$ cat config.mk
export PLATFORM = sky130hd
export DESIGN_NAME = dbg_device_end_flat
export DESIGN_NICKNAME = d
export VERILOG_FILES = /design/src/design/dbg_hs_pkg.sv /design/src/design/dbg_link_if.sv /design/src/design/dbg_device_end.sv /design/src/design/dbg_proc_cell.sv /design/src/flat_wrapper.sv
export SDC_FILE = /design/constraint.sdc
export NUM_CORES = 1
export LEC_CHECK = 0
export BUFFER_PORTS_ARGS = -buffer_cell sky130_fd_sc_hd__buf_2
export CORE_ASPECT_RATIO = 0.7
export CORE_MARGIN = 4
export CORE_UTILIZATION = 40
export DETAILED_ROUTE_END_ITERATION = 6
export HOLD_SLACK_MARGIN = 0.08
export PLACE_DENSITY = 0.76
export RECOVER_POWER = 25
export SYNTH_ARGS = -nofsm -noshare
export SYNTH_HDL_FRONTEND = slang
export SYNTH_SLANG_ARGS = --single-unit
$ cat constraint.sdc
create_clock -name clk -period 1.5 [get_ports clk]
set_input_delay 0.075 -clock clk [delete_from_list [all_inputs] [get_ports clk]]
set_output_delay 0.075 -clock clk [all_outputs]
set_load 0.02 [all_outputs]
$ cat src/design/dbg_hs_pkg.sv
// Constants and state types of the per-processor debug handshake.
// Assumes one core clock and a synchronous active-low reset.
package dbg_hs_pkg;

  // Processor count and widths
  localparam int NUM_PROC = 2;
  localparam int MAX_PROC = 8;
  localparam int DATA_W   = 32;
  localparam int ADDR_W   = 32;
  localparam int BASE_LSB = 12;
  localparam int BASE_W   = ADDR_W - BASE_LSB;
  localparam int OFF_LSB  = 17;
  localparam int OFF_W    = ADDR_W - OFF_LSB;

  // Controller register word addresses
  localparam int          CSR_AW     = 3;
  localparam logic [2:0]  REG_CMD    = 3'h0;
  localparam logic [2:0]  REG_STATUS = 3'h1;
  localparam logic [2:0]  REG_ENABLE = 3'h2;
  localparam logic [2:0]  REG_BASE   = 3'h3;
  localparam logic [2:0]  REG_OFFSET = 3'h4;
  localparam logic [2:0]  REG_FLAGS  = 3'h5;

  // Byte lanes per register word, valid bit position
  localparam int LANE_A    = 0;
  localparam int LANE_B    = 8;
  localparam int LANE_C    = 16;
  localparam int LANE_D    = 24;
  localparam int VALID_BIT = 0;

  // Values after reset
  localparam logic RST_RESUME_ACK = 1'b1;
  localparam logic RST_LOW        = 1'b0;

  typedef enum logic [1:0] {DEV_RUN, DEV_DEBUG, DEV_RESUME} dev_state_e;
  typedef enum logic [1:0] {CTL_IDLE, CTL_HALT, CTL_RESUME} ctl_state_e;

endpackage

$ cat src/design/dbg_link_if.sv
// Link between the cluster debug boundary and its debug controller.
// Assumes one shared core clock; all signals are levels.
`timescale 1ns/1ps
`default_nettype none
interface dbg_link_if #(
  parameter int NP = dbg_hs_pkg::NUM_PROC
) ();
  logic [NP-1:0]                 invasive_dbg_allow;
  logic [NP-1:0]                 noninvasive_dbg_allow;
  logic [NP-1:0]                 ext_halt_request;
  logic [NP-1:0]                 halt_acknowledge;
  logic [NP-1:0]                 halt_mem_drained;
  logic [NP-1:0]                 resume_request;
  logic [NP-1:0]                 resume_acknowledge;
  logic [NP-1:0]                 keep_powered_hint;
  logic [NP-1:0]                 sw_dbg_access_allow;
  logic [dbg_hs_pkg::BASE_W-1:0] component_table_base;
  logic                          component_table_base_valid;
  logic [dbg_hs_pkg::OFF_W-1:0]  self_register_offset;
  logic                          self_register_offset_valid;
  logic [NP-1:0]                 comm_rx_full;
  logic [NP-1:0]                 comm_tx_full;

  modport dev (
    input  invasive_dbg_allow, noninvasive_dbg_allow, ext_halt_request, resume_request,
    input  sw_dbg_access_allow, component_table_base, component_table_base_valid,
    input  self_register_offset, self_register_offset_valid,
    output halt_acknowledge, halt_mem_drained, resume_acknowledge, keep_powered_hint,
    output comm_rx_full, comm_tx_full
  );

  modport ctl (
    output invasive_dbg_allow, noninvasive_dbg_allow, ext_halt_request, resume_request,
    output sw_dbg_access_allow, component_table_base, component_table_base_valid,
    output self_register_offset, self_register_offset_valid,
    input  halt_acknowledge, halt_mem_drained, resume_acknowledge, keep_powered_hint,
    input  comm_rx_full, comm_tx_full
  );
endinterface
`default_nettype wire

$ cat src/design/dbg_device_end.sv
// Processor-cluster end of the debug handshake, one lane per processor.
// Assumes the core reports pending pre-halt accesses and routes register traffic here.
// Summary of operation
// Per-processor invasive debug permission input.
// Per-processor noninvasive debug permission input.
// Halt request is sampled as a level.
// Controller holds halt request until acknowledged.
// Halt acknowledge rises on debug entry.
// Drained only in debug, accesses complete.
// Resume request leaves debug state.
// Controller holds resume until acknowledge drops.
// Resume acknowledge sequences the exit handshake.
// Power hint mirrors control register bit zero.
// Software access off: only external writes.
// Software access on: all sources accepted.
// Component table base bits from static input.
// Base valid driven high only when known.
// Static signed offset locates debug registers.
// Offset valid driven high only when known.
// Receive flag shows unread receive data.
// Transmit flag shows full transmit register.
// Bit i of each vector serves processor i.
// Without invasive permission, halt is ignored.
`timescale 1ns/1ps
`default_nettype none
module dbg_device_end
  import dbg_hs_pkg::*;
#(
  parameter int NP = NUM_PROC
) (
  // Clock and reset
  input  wire logic                      clk,
  input  wire logic                      rst_n,
  // Link to the external debug controller
  dbg_link_if.dev                        link,
  // Core state
  input  wire logic [NP-1:0]             mem_pending,
  output logic [NP-1:0]                  debug_state,
  output logic [NP-1:0]                  trace_enable,
  // Power-down control register writes
  input  wire logic [NP-1:0]             pcr_wr,
  input  wire logic [NP-1:0]             pcr_wr_ext,
  input  wire logic [NP-1:0]             pcr_wdata,
  output logic [NP-1:0]                  pcr_wr_denied,
  // Receive channel
  input  wire logic [NP-1:0]             rx_push,
  input  wire logic [NP-1:0][DATA_W-1:0] rx_push_data,
  input  wire logic [NP-1:0]             rx_pop,
  output logic [NP-1:0][DATA_W-1:0]      rx_data,
  // Transmit channel
  input  wire logic [NP-1:0]             tx_push,
  input  wire logic [NP-1:0][DATA_W-1:0] tx_push_data,
  input  wire logic [NP-1:0]             tx_pop,
  output logic [NP-1:0][DATA_W-1:0]      tx_data,
  // Memory-mapped debug register location
  output logic [ADDR_W-1:0]              dbg_regs_addr,
  output logic                           dbg_regs_addr_valid
);
  import dbg_hs_pkg::*;

  typedef struct packed {
    dev_state_e [NP-1:0] st;
    logic [NP-1:0]       halt_ack;
    logic [NP-1:0]       drained;
    logic [NP-1:0]       resume_ack;
    logic [NP-1:0]       trace_en;
    logic [ADDR_W-1:0]   addr;
    logic                addr_valid;
  } dev_s;

  dev_s q;
  dev_s next_q;

  logic [NP-1:0] pcr_bit;
  logic [NP-1:0] rx_full;
  logic [NP-1:0] tx_full;

  always_comb begin
    next_q = q;
    for (int i = 0; i < NP; i++) begin
      next_q.trace_en[i] = link.noninvasive_dbg_allow[i];
      case (q.st[i])
        DEV_RUN: begin
          next_q.drained[i] = RST_LOW;
          // Level sampled every cycle; a request without permission just waits
          if (link.ext_halt_request[i] && link.invasive_dbg_allow[i]) begin
            next_q.st[i]       = DEV_DEBUG;
            next_q.halt_ack[i] = 1'b1;
          end
        end
        DEV_DEBUG: begin
          next_q.drained[i] = ~mem_pending[i];
          if (link.resume_request[i]) begin
            next_q.st[i]         = DEV_RESUME;
            next_q.halt_ack[i]   = RST_LOW;
            next_q.drained[i]    = RST_LOW;
            next_q.resume_ack[i] = RST_LOW;
          end
        end
        DEV_RESUME: begin
          // Acknowledge rises only after the request is dropped, closing the handshake
          if (!link.resume_request[i]) begin
            next_q.st[i]         = DEV_RUN;
            next_q.resume_ack[i] = 1'b1;
          end
        end
        default: begin
          next_q.st[i] = DEV_RUN;
        end
      endcase
    end
    // Offset is signed; the 32-bit sum wraps as two's complement
    next_q.addr = {link.component_table_base, {BASE_LSB{1'b0}}}
                + {link.self_register_offset, {OFF_LSB{1'b0}}};
    next_q.addr_valid = link.component_table_base_valid & link.self_register_offset_valid;
  end

  always_ff @(posedge clk) begin
    if (!rst_n) begin
      q            <= '0;
      q.resume_ack <= {NP{RST_RESUME_ACK}};
    end else begin
      q <= next_q;
    end
  end

  genvar g;
  generate
    for (g = 0; g < NP; g++) begin : g_cell
      dbg_proc_cell u_cell (
        .clk          (clk),
        .rst_n        (rst_n),
        .sw_allow     (link.sw_dbg_access_allow[g]),
        .pcr_wr       (pcr_wr[g]),
        .pcr_wr_ext   (pcr_wr_ext[g]),
        .pcr_wdata    (pcr_wdata[g]),
        .pcr_bit      (pcr_bit[g]),
        .pcr_wr_denied(pcr_wr_denied[g]),
        .rx_push      (rx_push[g]),
        .rx_push_data (rx_push_data[g]),
        .rx_pop       (rx_pop[g]),
        .rx_data      (rx_data[g]),
        .rx_full      (rx_full[g]),
        .tx_push      (tx_push[g]),
        .tx_push_data (tx_push_data[g]),
        .tx_pop       (tx_pop[g]),
        .tx_data      (tx_data[g]),
        .tx_full      (tx_full[g])
      );
    end
  endgenerate

  assign link.halt_acknowledge   = q.halt_ack;
  assign link.halt_mem_drained   = q.drained;
  assign link.resume_acknowledge = q.resume_ack;
  assign link.keep_powered_hint  = pcr_bit;
  assign link.comm_rx_full       = rx_full;
  assign link.comm_tx_full       = tx_full;

  always_comb begin
    for (int i = 0; i < NP; i++) begin
      debug_state[i] = (q.st[i] == DEV_DEBUG);
    end
  end

  assign trace_enable        = q.trace_en;
  assign dbg_regs_addr       = q.addr;
  assign dbg_regs_addr_valid = q.addr_valid;
endmodule
`default_nettype wire

$ cat src/design/dbg_proc_cell.sv
// One processor's power-down control bit and channel registers.
// Assumes the device end routes this processor's accesses here.
`timescale 1ns/1ps
`default_nettype none
module dbg_proc_cell
  import dbg_hs_pkg::*;
(
  // Clock and reset
  input  wire logic              clk,
  input  wire logic              rst_n,
  // Access permission
  input  wire logic              sw_allow,
  // Power-down control register write
  input  wire logic              pcr_wr,
  input  wire logic              pcr_wr_ext,
  input  wire logic              pcr_wdata,
  output logic                   pcr_bit,
  output logic                   pcr_wr_denied,
  // Receive channel: external side fills, core drains
  input  wire logic              rx_push,
  input  wire logic [DATA_W-1:0] rx_push_data,
  input  wire logic              rx_pop,
  output logic [DATA_W-1:0]      rx_data,
  output logic                   rx_full,
  // Transmit channel: core fills, external side drains
  input  wire logic              tx_push,
  input  wire logic [DATA_W-1:0] tx_push_data,
  input  wire logic              tx_pop,
  output logic [DATA_W-1:0]      tx_data,
  output logic                   tx_full
);
  import dbg_hs_pkg::*;

  typedef struct packed {
    logic              pcr;
    logic              denied;
    logic              rx_full;
    logic              tx_full;
    logic [DATA_W-1:0] rx_data;
    logic [DATA_W-1:0] tx_data;
  } cell_s;

  cell_s q;
  cell_s next_q;

  always_comb begin
    next_q = q;
    // Writes from anything but the external agent are refused while software access is off
    next_q.denied = pcr_wr & ~pcr_wr_ext & ~sw_allow;
    if (pcr_wr && (pcr_wr_ext || sw_allow)) begin
      next_q.pcr = pcr_wdata;
    end
    // A push in the cycle of a pop wins, so no word is lost
    if (rx_pop) begin
      next_q.rx_full = RST_LOW;
    end
    if (rx_push && (!q.rx_full || rx_pop)) begin
      next_q.rx_full = 1'b1;
      next_q.rx_data = rx_push_data;
    end
    if (tx_pop) begin
      next_q.tx_full = RST_LOW;
    end
    if (tx_push && (!q.tx_full || tx_pop)) begin
      next_q.tx_full = 1'b1;
      next_q.tx_data = tx_push_data;
    end
  end

  always_ff @(posedge clk) begin
    if (!rst_n) begin
      q <= '0;
    end else begin
      q <= next_q;
    end
  end

  assign pcr_bit       = q.pcr;
  assign pcr_wr_denied = q.denied;
  assign rx_full       = q.rx_full;
  assign rx_data       = q.rx_data;
  assign tx_full       = q.tx_full;
  assign tx_data       = q.tx_data;
endmodule
`default_nettype wire

$ cat src/flat_wrapper.sv
// flat-port wrapper written by rule: the top's interface ports become plain ports
module dbg_device_end_flat import dbg_hs_pkg::*;
#(
  parameter int NP = NUM_PROC
)
  (clk, rst_n, mem_pending, debug_state, trace_enable, pcr_wr, pcr_wr_ext, pcr_wdata, pcr_wr_denied, rx_push, rx_push_data, rx_pop, rx_data, tx_push, tx_push_data, tx_pop, tx_data, dbg_regs_addr, dbg_regs_addr_valid, link_invasive_dbg_allow, link_noninvasive_dbg_allow, link_ext_halt_request, link_resume_request, link_sw_dbg_access_allow, link_component_table_base, link_component_table_base_valid, link_self_register_offset, link_self_register_offset_valid, link_halt_acknowledge, link_halt_mem_drained, link_resume_acknowledge, link_keep_powered_hint, link_comm_rx_full, link_comm_tx_full);
  dbg_link_if #(.NP(NP)) link_i ();
  input  wire logic clk;
  input  wire logic rst_n;
  input  wire logic [NP-1:0] mem_pending;
  output logic [NP-1:0] debug_state;
  output logic [NP-1:0] trace_enable;
  input  wire logic [NP-1:0] pcr_wr;
  input  wire logic [NP-1:0] pcr_wr_ext;
  input  wire logic [NP-1:0] pcr_wdata;
  output logic [NP-1:0] pcr_wr_denied;
  input  wire logic [NP-1:0] rx_push;
  input  wire logic [NP-1:0][DATA_W-1:0] rx_push_data;
  input  wire logic [NP-1:0] rx_pop;
  output logic [NP-1:0][DATA_W-1:0] rx_data;
  input  wire logic [NP-1:0] tx_push;
  input  wire logic [NP-1:0][DATA_W-1:0] tx_push_data;
  input  wire logic [NP-1:0] tx_pop;
  output logic [NP-1:0][DATA_W-1:0] tx_data;
  output logic [ADDR_W-1:0] dbg_regs_addr;
  output logic dbg_regs_addr_valid;
  input wire logic [$bits(link_i.invasive_dbg_allow)-1:0] link_invasive_dbg_allow;
  input wire logic [$bits(link_i.noninvasive_dbg_allow)-1:0] link_noninvasive_dbg_allow;
  input wire logic [$bits(link_i.ext_halt_request)-1:0] link_ext_halt_request;
  input wire logic [$bits(link_i.resume_request)-1:0] link_resume_request;
  input wire logic [$bits(link_i.sw_dbg_access_allow)-1:0] link_sw_dbg_access_allow;
  input wire logic [$bits(link_i.component_table_base)-1:0] link_component_table_base;
  input wire logic [$bits(link_i.component_table_base_valid)-1:0] link_component_table_base_valid;
  input wire logic [$bits(link_i.self_register_offset)-1:0] link_self_register_offset;
  input wire logic [$bits(link_i.self_register_offset_valid)-1:0] link_self_register_offset_valid;
  output wire logic [$bits(link_i.halt_acknowledge)-1:0] link_halt_acknowledge;
  output wire logic [$bits(link_i.halt_mem_drained)-1:0] link_halt_mem_drained;
  output wire logic [$bits(link_i.resume_acknowledge)-1:0] link_resume_acknowledge;
  output wire logic [$bits(link_i.keep_powered_hint)-1:0] link_keep_powered_hint;
  output wire logic [$bits(link_i.comm_rx_full)-1:0] link_comm_rx_full;
  output wire logic [$bits(link_i.comm_tx_full)-1:0] link_comm_tx_full;
  assign link_i.invasive_dbg_allow = link_invasive_dbg_allow;
  assign link_i.noninvasive_dbg_allow = link_noninvasive_dbg_allow;
  assign link_i.ext_halt_request = link_ext_halt_request;
  assign link_i.resume_request = link_resume_request;
  assign link_i.sw_dbg_access_allow = link_sw_dbg_access_allow;
  assign link_i.component_table_base = link_component_table_base;
  assign link_i.component_table_base_valid = link_component_table_base_valid;
  assign link_i.self_register_offset = link_self_register_offset;
  assign link_i.self_register_offset_valid = link_self_register_offset_valid;
  assign link_halt_acknowledge = link_i.halt_acknowledge;
  assign link_halt_mem_drained = link_i.halt_mem_drained;
  assign link_resume_acknowledge = link_i.resume_acknowledge;
  assign link_keep_powered_hint = link_i.keep_powered_hint;
  assign link_comm_rx_full = link_i.comm_rx_full;
  assign link_comm_tx_full = link_i.comm_tx_full;
  dbg_device_end #(.NP(NP)) u_core (.clk(clk), .rst_n(rst_n), .link(link_i), .mem_pending(mem_pending), .debug_state(debug_state), .trace_enable(trace_enable), .pcr_wr(pcr_wr), .pcr_wr_ext(pcr_wr_ext), .pcr_wdata(pcr_wdata), .pcr_wr_denied(pcr_wr_denied), .rx_push(rx_push), .rx_push_data(rx_push_data), .rx_pop(rx_pop), .rx_data(rx_data), .tx_push(tx_push), .tx_push_data(tx_push_data), .tx_pop(tx_pop), .tx_data(tx_data), .dbg_regs_addr(dbg_regs_addr), .dbg_regs_addr_valid(dbg_regs_addr_valid));
endmodule
# After elaboration in Yosys (flattened, before gate mapping)
# Index checks and enable logic that the tools add are counted.
# word_totals
regBits,181
latchBits,0
mem_bits_rw,0
mem_bits_ro,0
input_bits,193
output_inout_bits,179
wordCells,109
mem_count,0
# op_classes
n_addsub,1
multipliers,0
n_div,0
magnitude_cmp,0
eq_ne,10
shifts,0
muxes,30
bitwise_logic,11
reduce_logical,34
# ops
operator,count
$add A32 B32 Y32,1
$reduce_and A3 Y1,6
$mux W1,16
$reduce_bool A2 Y1,8
$mux W2,6
$pmux W1 S2,6
$pmux W2 S3,2
$logic_and A1 B1 Y1,8
$ne A2 B1 Y1 const B,4
$logic_or A1 B1 Y1,6
$not A1 Y1,6
$and A1 B1 Y1,5
$eq A2 B1 Y1 const B,2
$eq A2 B2 Y1 const B,2
$logic_not A1 Y1,4
$logic_not A2 Y1,2
$ne A2 B2 Y1 const B,2

# Depth between registers and ports, before layout
# logic_depth
depth_word,4
mapped_depth,8
depth_no_buf,8

# By module
# From an unflattened synthesis, not the netlist that was laid out.
# unflattened
hier_cells,826
hier_area_um2,7663.6
# modules_own_cells
module,n_inst,cells_per_inst,area_each_um2,seq_area_each_um2
dbg_proc_cell,2,295,2798.9,1361.3
dbg_device_end,1,236,2065.7,660.6

# Least setup slack after synthesis
# OpenSTA, ideal clock, no wires.
# synth_path
path_type,input to register
startpoint,input link_self_register_offset[0]
endpoint,register u_core.q (netlist bit u_core.dbg_regs_addr[27])
setup_ns,0.118
t_arrival_ns,1.406
required_time_ns,1.382
slack_ns,-0.024
path_stages,8
n_path_buf,0
path_cell_list,ha_1 inv_1 fa_1 nor2b_1 o211a_1 o211ai_2 and2b_1 mux2i_1
# synth_via
elab_chain_cells,1
# synth_rtl
element,line,rtl
start: declaration,flat_wrapper.sv:34,input wire logic [$bits(link_i.self_register_offset)-1:0] link_self_register_offset;
$add A32 B32 Y32,dbg_device_end.sv:114,"+ {link.self_register_offset, {OFF_LSB{1'b0}}};"
end signal: assignment,dbg_device_end.sv:123,q <= next_q;
end: declaration,dbg_device_end.sv:71,dev_s q;
# No other way between the ends.
# A chain may end at the register's enable or synchronous reset.

# Worst setup path after layout
# layout_path
startpoint,input link_component_table_base[19]
endpoint,register u_core.q (netlist bit u_core.dbg_regs_addr[31])
# layout_via
elab_chain_cells,1
# layout_rtl
element,line,rtl
start: declaration,flat_wrapper.sv:32,input wire logic [$bits(link_i.component_table_base)-1:0] link_component_table_base;
$add A32 B32 Y32,dbg_device_end.sv:114,
# No other way between the ends.

==> flow_metrics.env <==
export IMPL_grt_antenna_before_repair=1
export IMPL_core_area_sq_um=16400
export IMPL_numCtsBuffers=17
export IMPL_numPortBuffers=359
export IMPL_worstHoldStart="link_self_register_offset[13]"
export IMPL_synth_edff_count=0
export IMPL_n_fill_cell=1299
export IMPL_wl_um=24700
export IMPL_clk_path_buf_depth=2
export IMPL_power_share_sequential=0.429
export IMPL_start_util=0.411
export IMPL_cts_htree_levels=4
export IMPL_reg2regPathDepth=3
export IMPL_synth_area_sq_um=6740
export IMPL_grtUsageTotal=0.247
export IMPL_startpoint_type="input pin"
export IMPL_hold_end="u_core.dbg_regs_addr[31]"
export IMPL_period_share=0.966
export IMPL_slew_viol_final=0
export IMPL_r2r_start="u_core.g_cell[0].u_cell.pcr_bit"
export IMPL_relSlewSlack=0.588
export IMPL_grt_pass1_wl_um=37700
export IMPL_layout_nets=1542
export IMPL_p_int_mw=8.12
export IMPL_grt_max_degree=86
export IMPL_clkSlewWorstSetupHoldPaths_ns=0.06
export IMPL_ios=372
export IMPL_fin_crit_ns=1.45
export IMPL_cp_arrival_ns=1.79
export IMPL_syn_to_final_growth_pct=59.9
export IMPL_ys_ff_latch=169
export IMPL_die_y_um=117
export IMPL_ys_warn_count=0
export IMPL_drcViolationCount=0
export IMPL_post_cts_repair_setup_buffers=0
export IMPL_first_global_vias=7619
export IMPL_hpwl_um=15500
export IMPL_grt_ovfl_total=0
export IMPL_viasPerCell=4.86
export IMPL_synthCells=845
export IMPL_root_buffer="clkbuf_16"
export IMPL_power_density_nw_per_um2=1070
export IMPL_rrSetupSlack_ns=0.29
export IMPL_vdd_drop_max_mv=0.706
export IMPL_gp_congestion=0.874
export IMPL_multiInputGateArea_sq_um=2800
export IMPL_holdPathStages=5
export IMPL_synth_main_ff_cell="dfxtp_1"
export IMPL_max_cap_viol_count=0
export IMPL_firstDrtPassIters=5
export IMPL_pwr_share_comb=0.201
export IMPL_tns_ns=0
export IMPL_max_freq_ghz=0.690
export IMPL_finClkSkew_ns=0.0118
export IMPL_fin_cells=1573
export IMPL_drive_above_1_share=0.267
export IMPL_yosysUniqueCellTypes=40
export IMPL_worstSetupEndpointType="register"
export IMPL_rsz0062_at_grt="false"
export IMPL_dp_cells=1373
export IMPL_cts_sinks=169
export IMPL_swShare=0.292
export IMPL_die_w_um=163
export IMPL_hp_class="input pin to register"
export IMPL_die_area_sq_um=19000
export IMPL_num_rows=39
export IMPL_cp_max_fo=2
export IMPL_num_vias=7644
export IMPL_wl_per_cell_um=15.7
export IMPL_crit_type="input pin to register"
export IMPL_async_flop_share=0
export IMPL_dr_first_iter_drc_count=684
export IMPL_status="finished, final reports clean"
export IMPL_clock_latency_ns=0.41
export IMPL_worstMarginPinSlew_ns=0.616
export IMPL_r2r_end="u_core.g_cell[0].u_cell.pcr_bit"
export IMPL_syn_avg_cell_area_sq_um=7.98
export IMPL_p_clk_frac=0.370
export IMPL_power_switching_mw=3.36
export IMPL_yosysSeqAreaShare=0.502
export IMPL_ant_nets=0
export IMPL_finalSetupViolations=0
export IMPL_leakage_nw=5.02
export IMPL_hold_viol_final=0
export IMPL_regArea_sq_um=3380
export IMPL_worst_endpoint_required_ns=1.84
export IMPL_cts_tree="built"
[per-layer routing]
layer | track usage | share of wire
met2 | 0.431 | 0.49
met5 | 0 | 0
met3 | 0.0825 | 0.085
met1 | 0.284 | 0.40
met4 | 0.0983 | 0.030
[through the flow]
stage | hold slack, ns | power, mW | worst slack (ns) | utilization | instance area (sq um)
after floorplan | 0.151 | 6.23 | 0.0124 | - | 6790
after global placement | 0.252 | 6.91 | -0.201 | 0.526 | 8620
after detailed placement | 0.255 | 6.95 | -0.300 | 0.526 | 8620
after CTS | 0.0818 | 11.6 | 0.0929 | 0.661 | 10800
after global routing | 0.101 | 12.0 | 0.0190 | 0.657 | 10800
final | 0.106 | 11.5 | 0.0517 | 0.657 | 10800
[layout by cell type (no fill, tap or decap), types with 3 or more instances in the layout]
cell type,instances
inv_6,6
o21ai_0,12
a211oi_1,3
nand2_1,280
dlygate4sd3_1,167
o21bai_1,3
mux2i_1,6
buf_12,6
and3_1,3
nand2b_1,9
clkinv_4,3
clkbuf_1,68
conb_1,12
nand4_1,3
nor2b_1,4
a21oi_1,146
and2_1,12
buf_2,292
nor3_1,9
nand3_1,4
buf_4,25
nor2_1,25
xor2_1,3
inv_1,11
o21a_1,4
clkbuf_16,17
ha_1,14
dfxtp_1,169
xnor2_1,4
[power groups by stage]
stage	sequential [mW]	clock [mW]	combinational, mW
2_1_floorplan	5.24	0	0.983
3_5_place_dp	5.01	0	1.94
3_3_place_gp	5.00	0	1.91
5_1_grt	4.95	4.56	2.50
6_report	4.92	4.25	2.31
4_1_cts	4.91	4.35	2.29
[registers in the layout (all words and copies together), names as in the netlist]
signal / count
u_core.trace_enable: 2
u_core.dbg_regs_addr_valid: 1
u_core.link.halt_acknowledge: 2
u_core.g_cell.u_cell.pcr_wr_denied: 2
u_core.g_cell.u_cell.tx_full: 2
u_core.g_cell.u_cell.rx_full: 2
u_core.link.halt_mem_drained: 2
u_core.dbg_regs_addr: 20
u_core.link.resume_acknowledge: 2
u_core.q: 4
u_core.g_cell.u_cell.rx_data: 64
u_core.g_cell.u_cell.pcr_bit: 2
u_core.g_cell.u_cell.tx_data: 64
[synth_stat cells (all sizes together), types with 9 or more instances]
cell	instances	area, sq um
nand2	280	1050
dfxtp	169	3380
a21oi	147	739
buf	53	387
clkbuf	45	169
nor2	25	93.8
and2	14	87.6
ha	14	175
o21ai	14	70.1
inv	11	41.3
nand2b	9	56.3
nor3	9	45.0
[worst max-delay path, cell delays in order]
cell and delay [ns]:
dlygate4sd3_1 0.55, buf_2 0.13, xor2_1 0.20, dlygate4sd3_1 0.60, nand4_1 0.10, a21oi_1 0.14
[kinds of logic after synthesis]
group                    after synthesis  synth area share
flip-flops                           169             0.502
AO/OA/AOI/OAI                        182             0.146
AND/OR/NAND/NOR                      355             0.216
XOR/XNOR                               7           0.00910
other                                  1          0.000556
buffers and inverters                110            0.0891
adder cells (fa/ha/maj)               15            0.0290
multiplexers                           6           0.00891
[repair_timing]
action / in CTS / in global routing
hold buffers: 166 / 1
resized for setup: 0 / 3
endpoints found under the hold margin: 156 / 1
setup endpoints to repair: 0 / 2
[area by class of cell]
class,count,area share
clock buffers,18,0.0398
flip-flops and latches,169,0.314
diodes,2,0.000464
inverters,12,0.00441
clock inverters,13,0.0123
multi-input cells,577,0.260
well taps,225,0.0261
repair buffers,557,0.343
[worst max-delay path by stage]
stage               cells past startpoint                        to  slack, ns                     startpoint
floorplan                               8  u_core.dbg_regs_addr[27]       0.01   link_self_register_offset[0]
global placement                        7  u_core.dbg_regs_addr[30]      -0.20   link_self_register_offset[1]
global route                            7  u_core.dbg_regs_addr[30]       0.02   link_self_register_offset[1]
finish                                  6  u_core.dbg_regs_addr[31]       0.05  link_component_table_base[19]
detailed placement                      8  u_core.dbg_regs_addr[29]      -0.30   link_self_register_offset[0]
CTS                                     8  u_core.dbg_regs_addr[29]       0.09   link_self_register_offset[0]
Power figures use the tool's default switching activity.
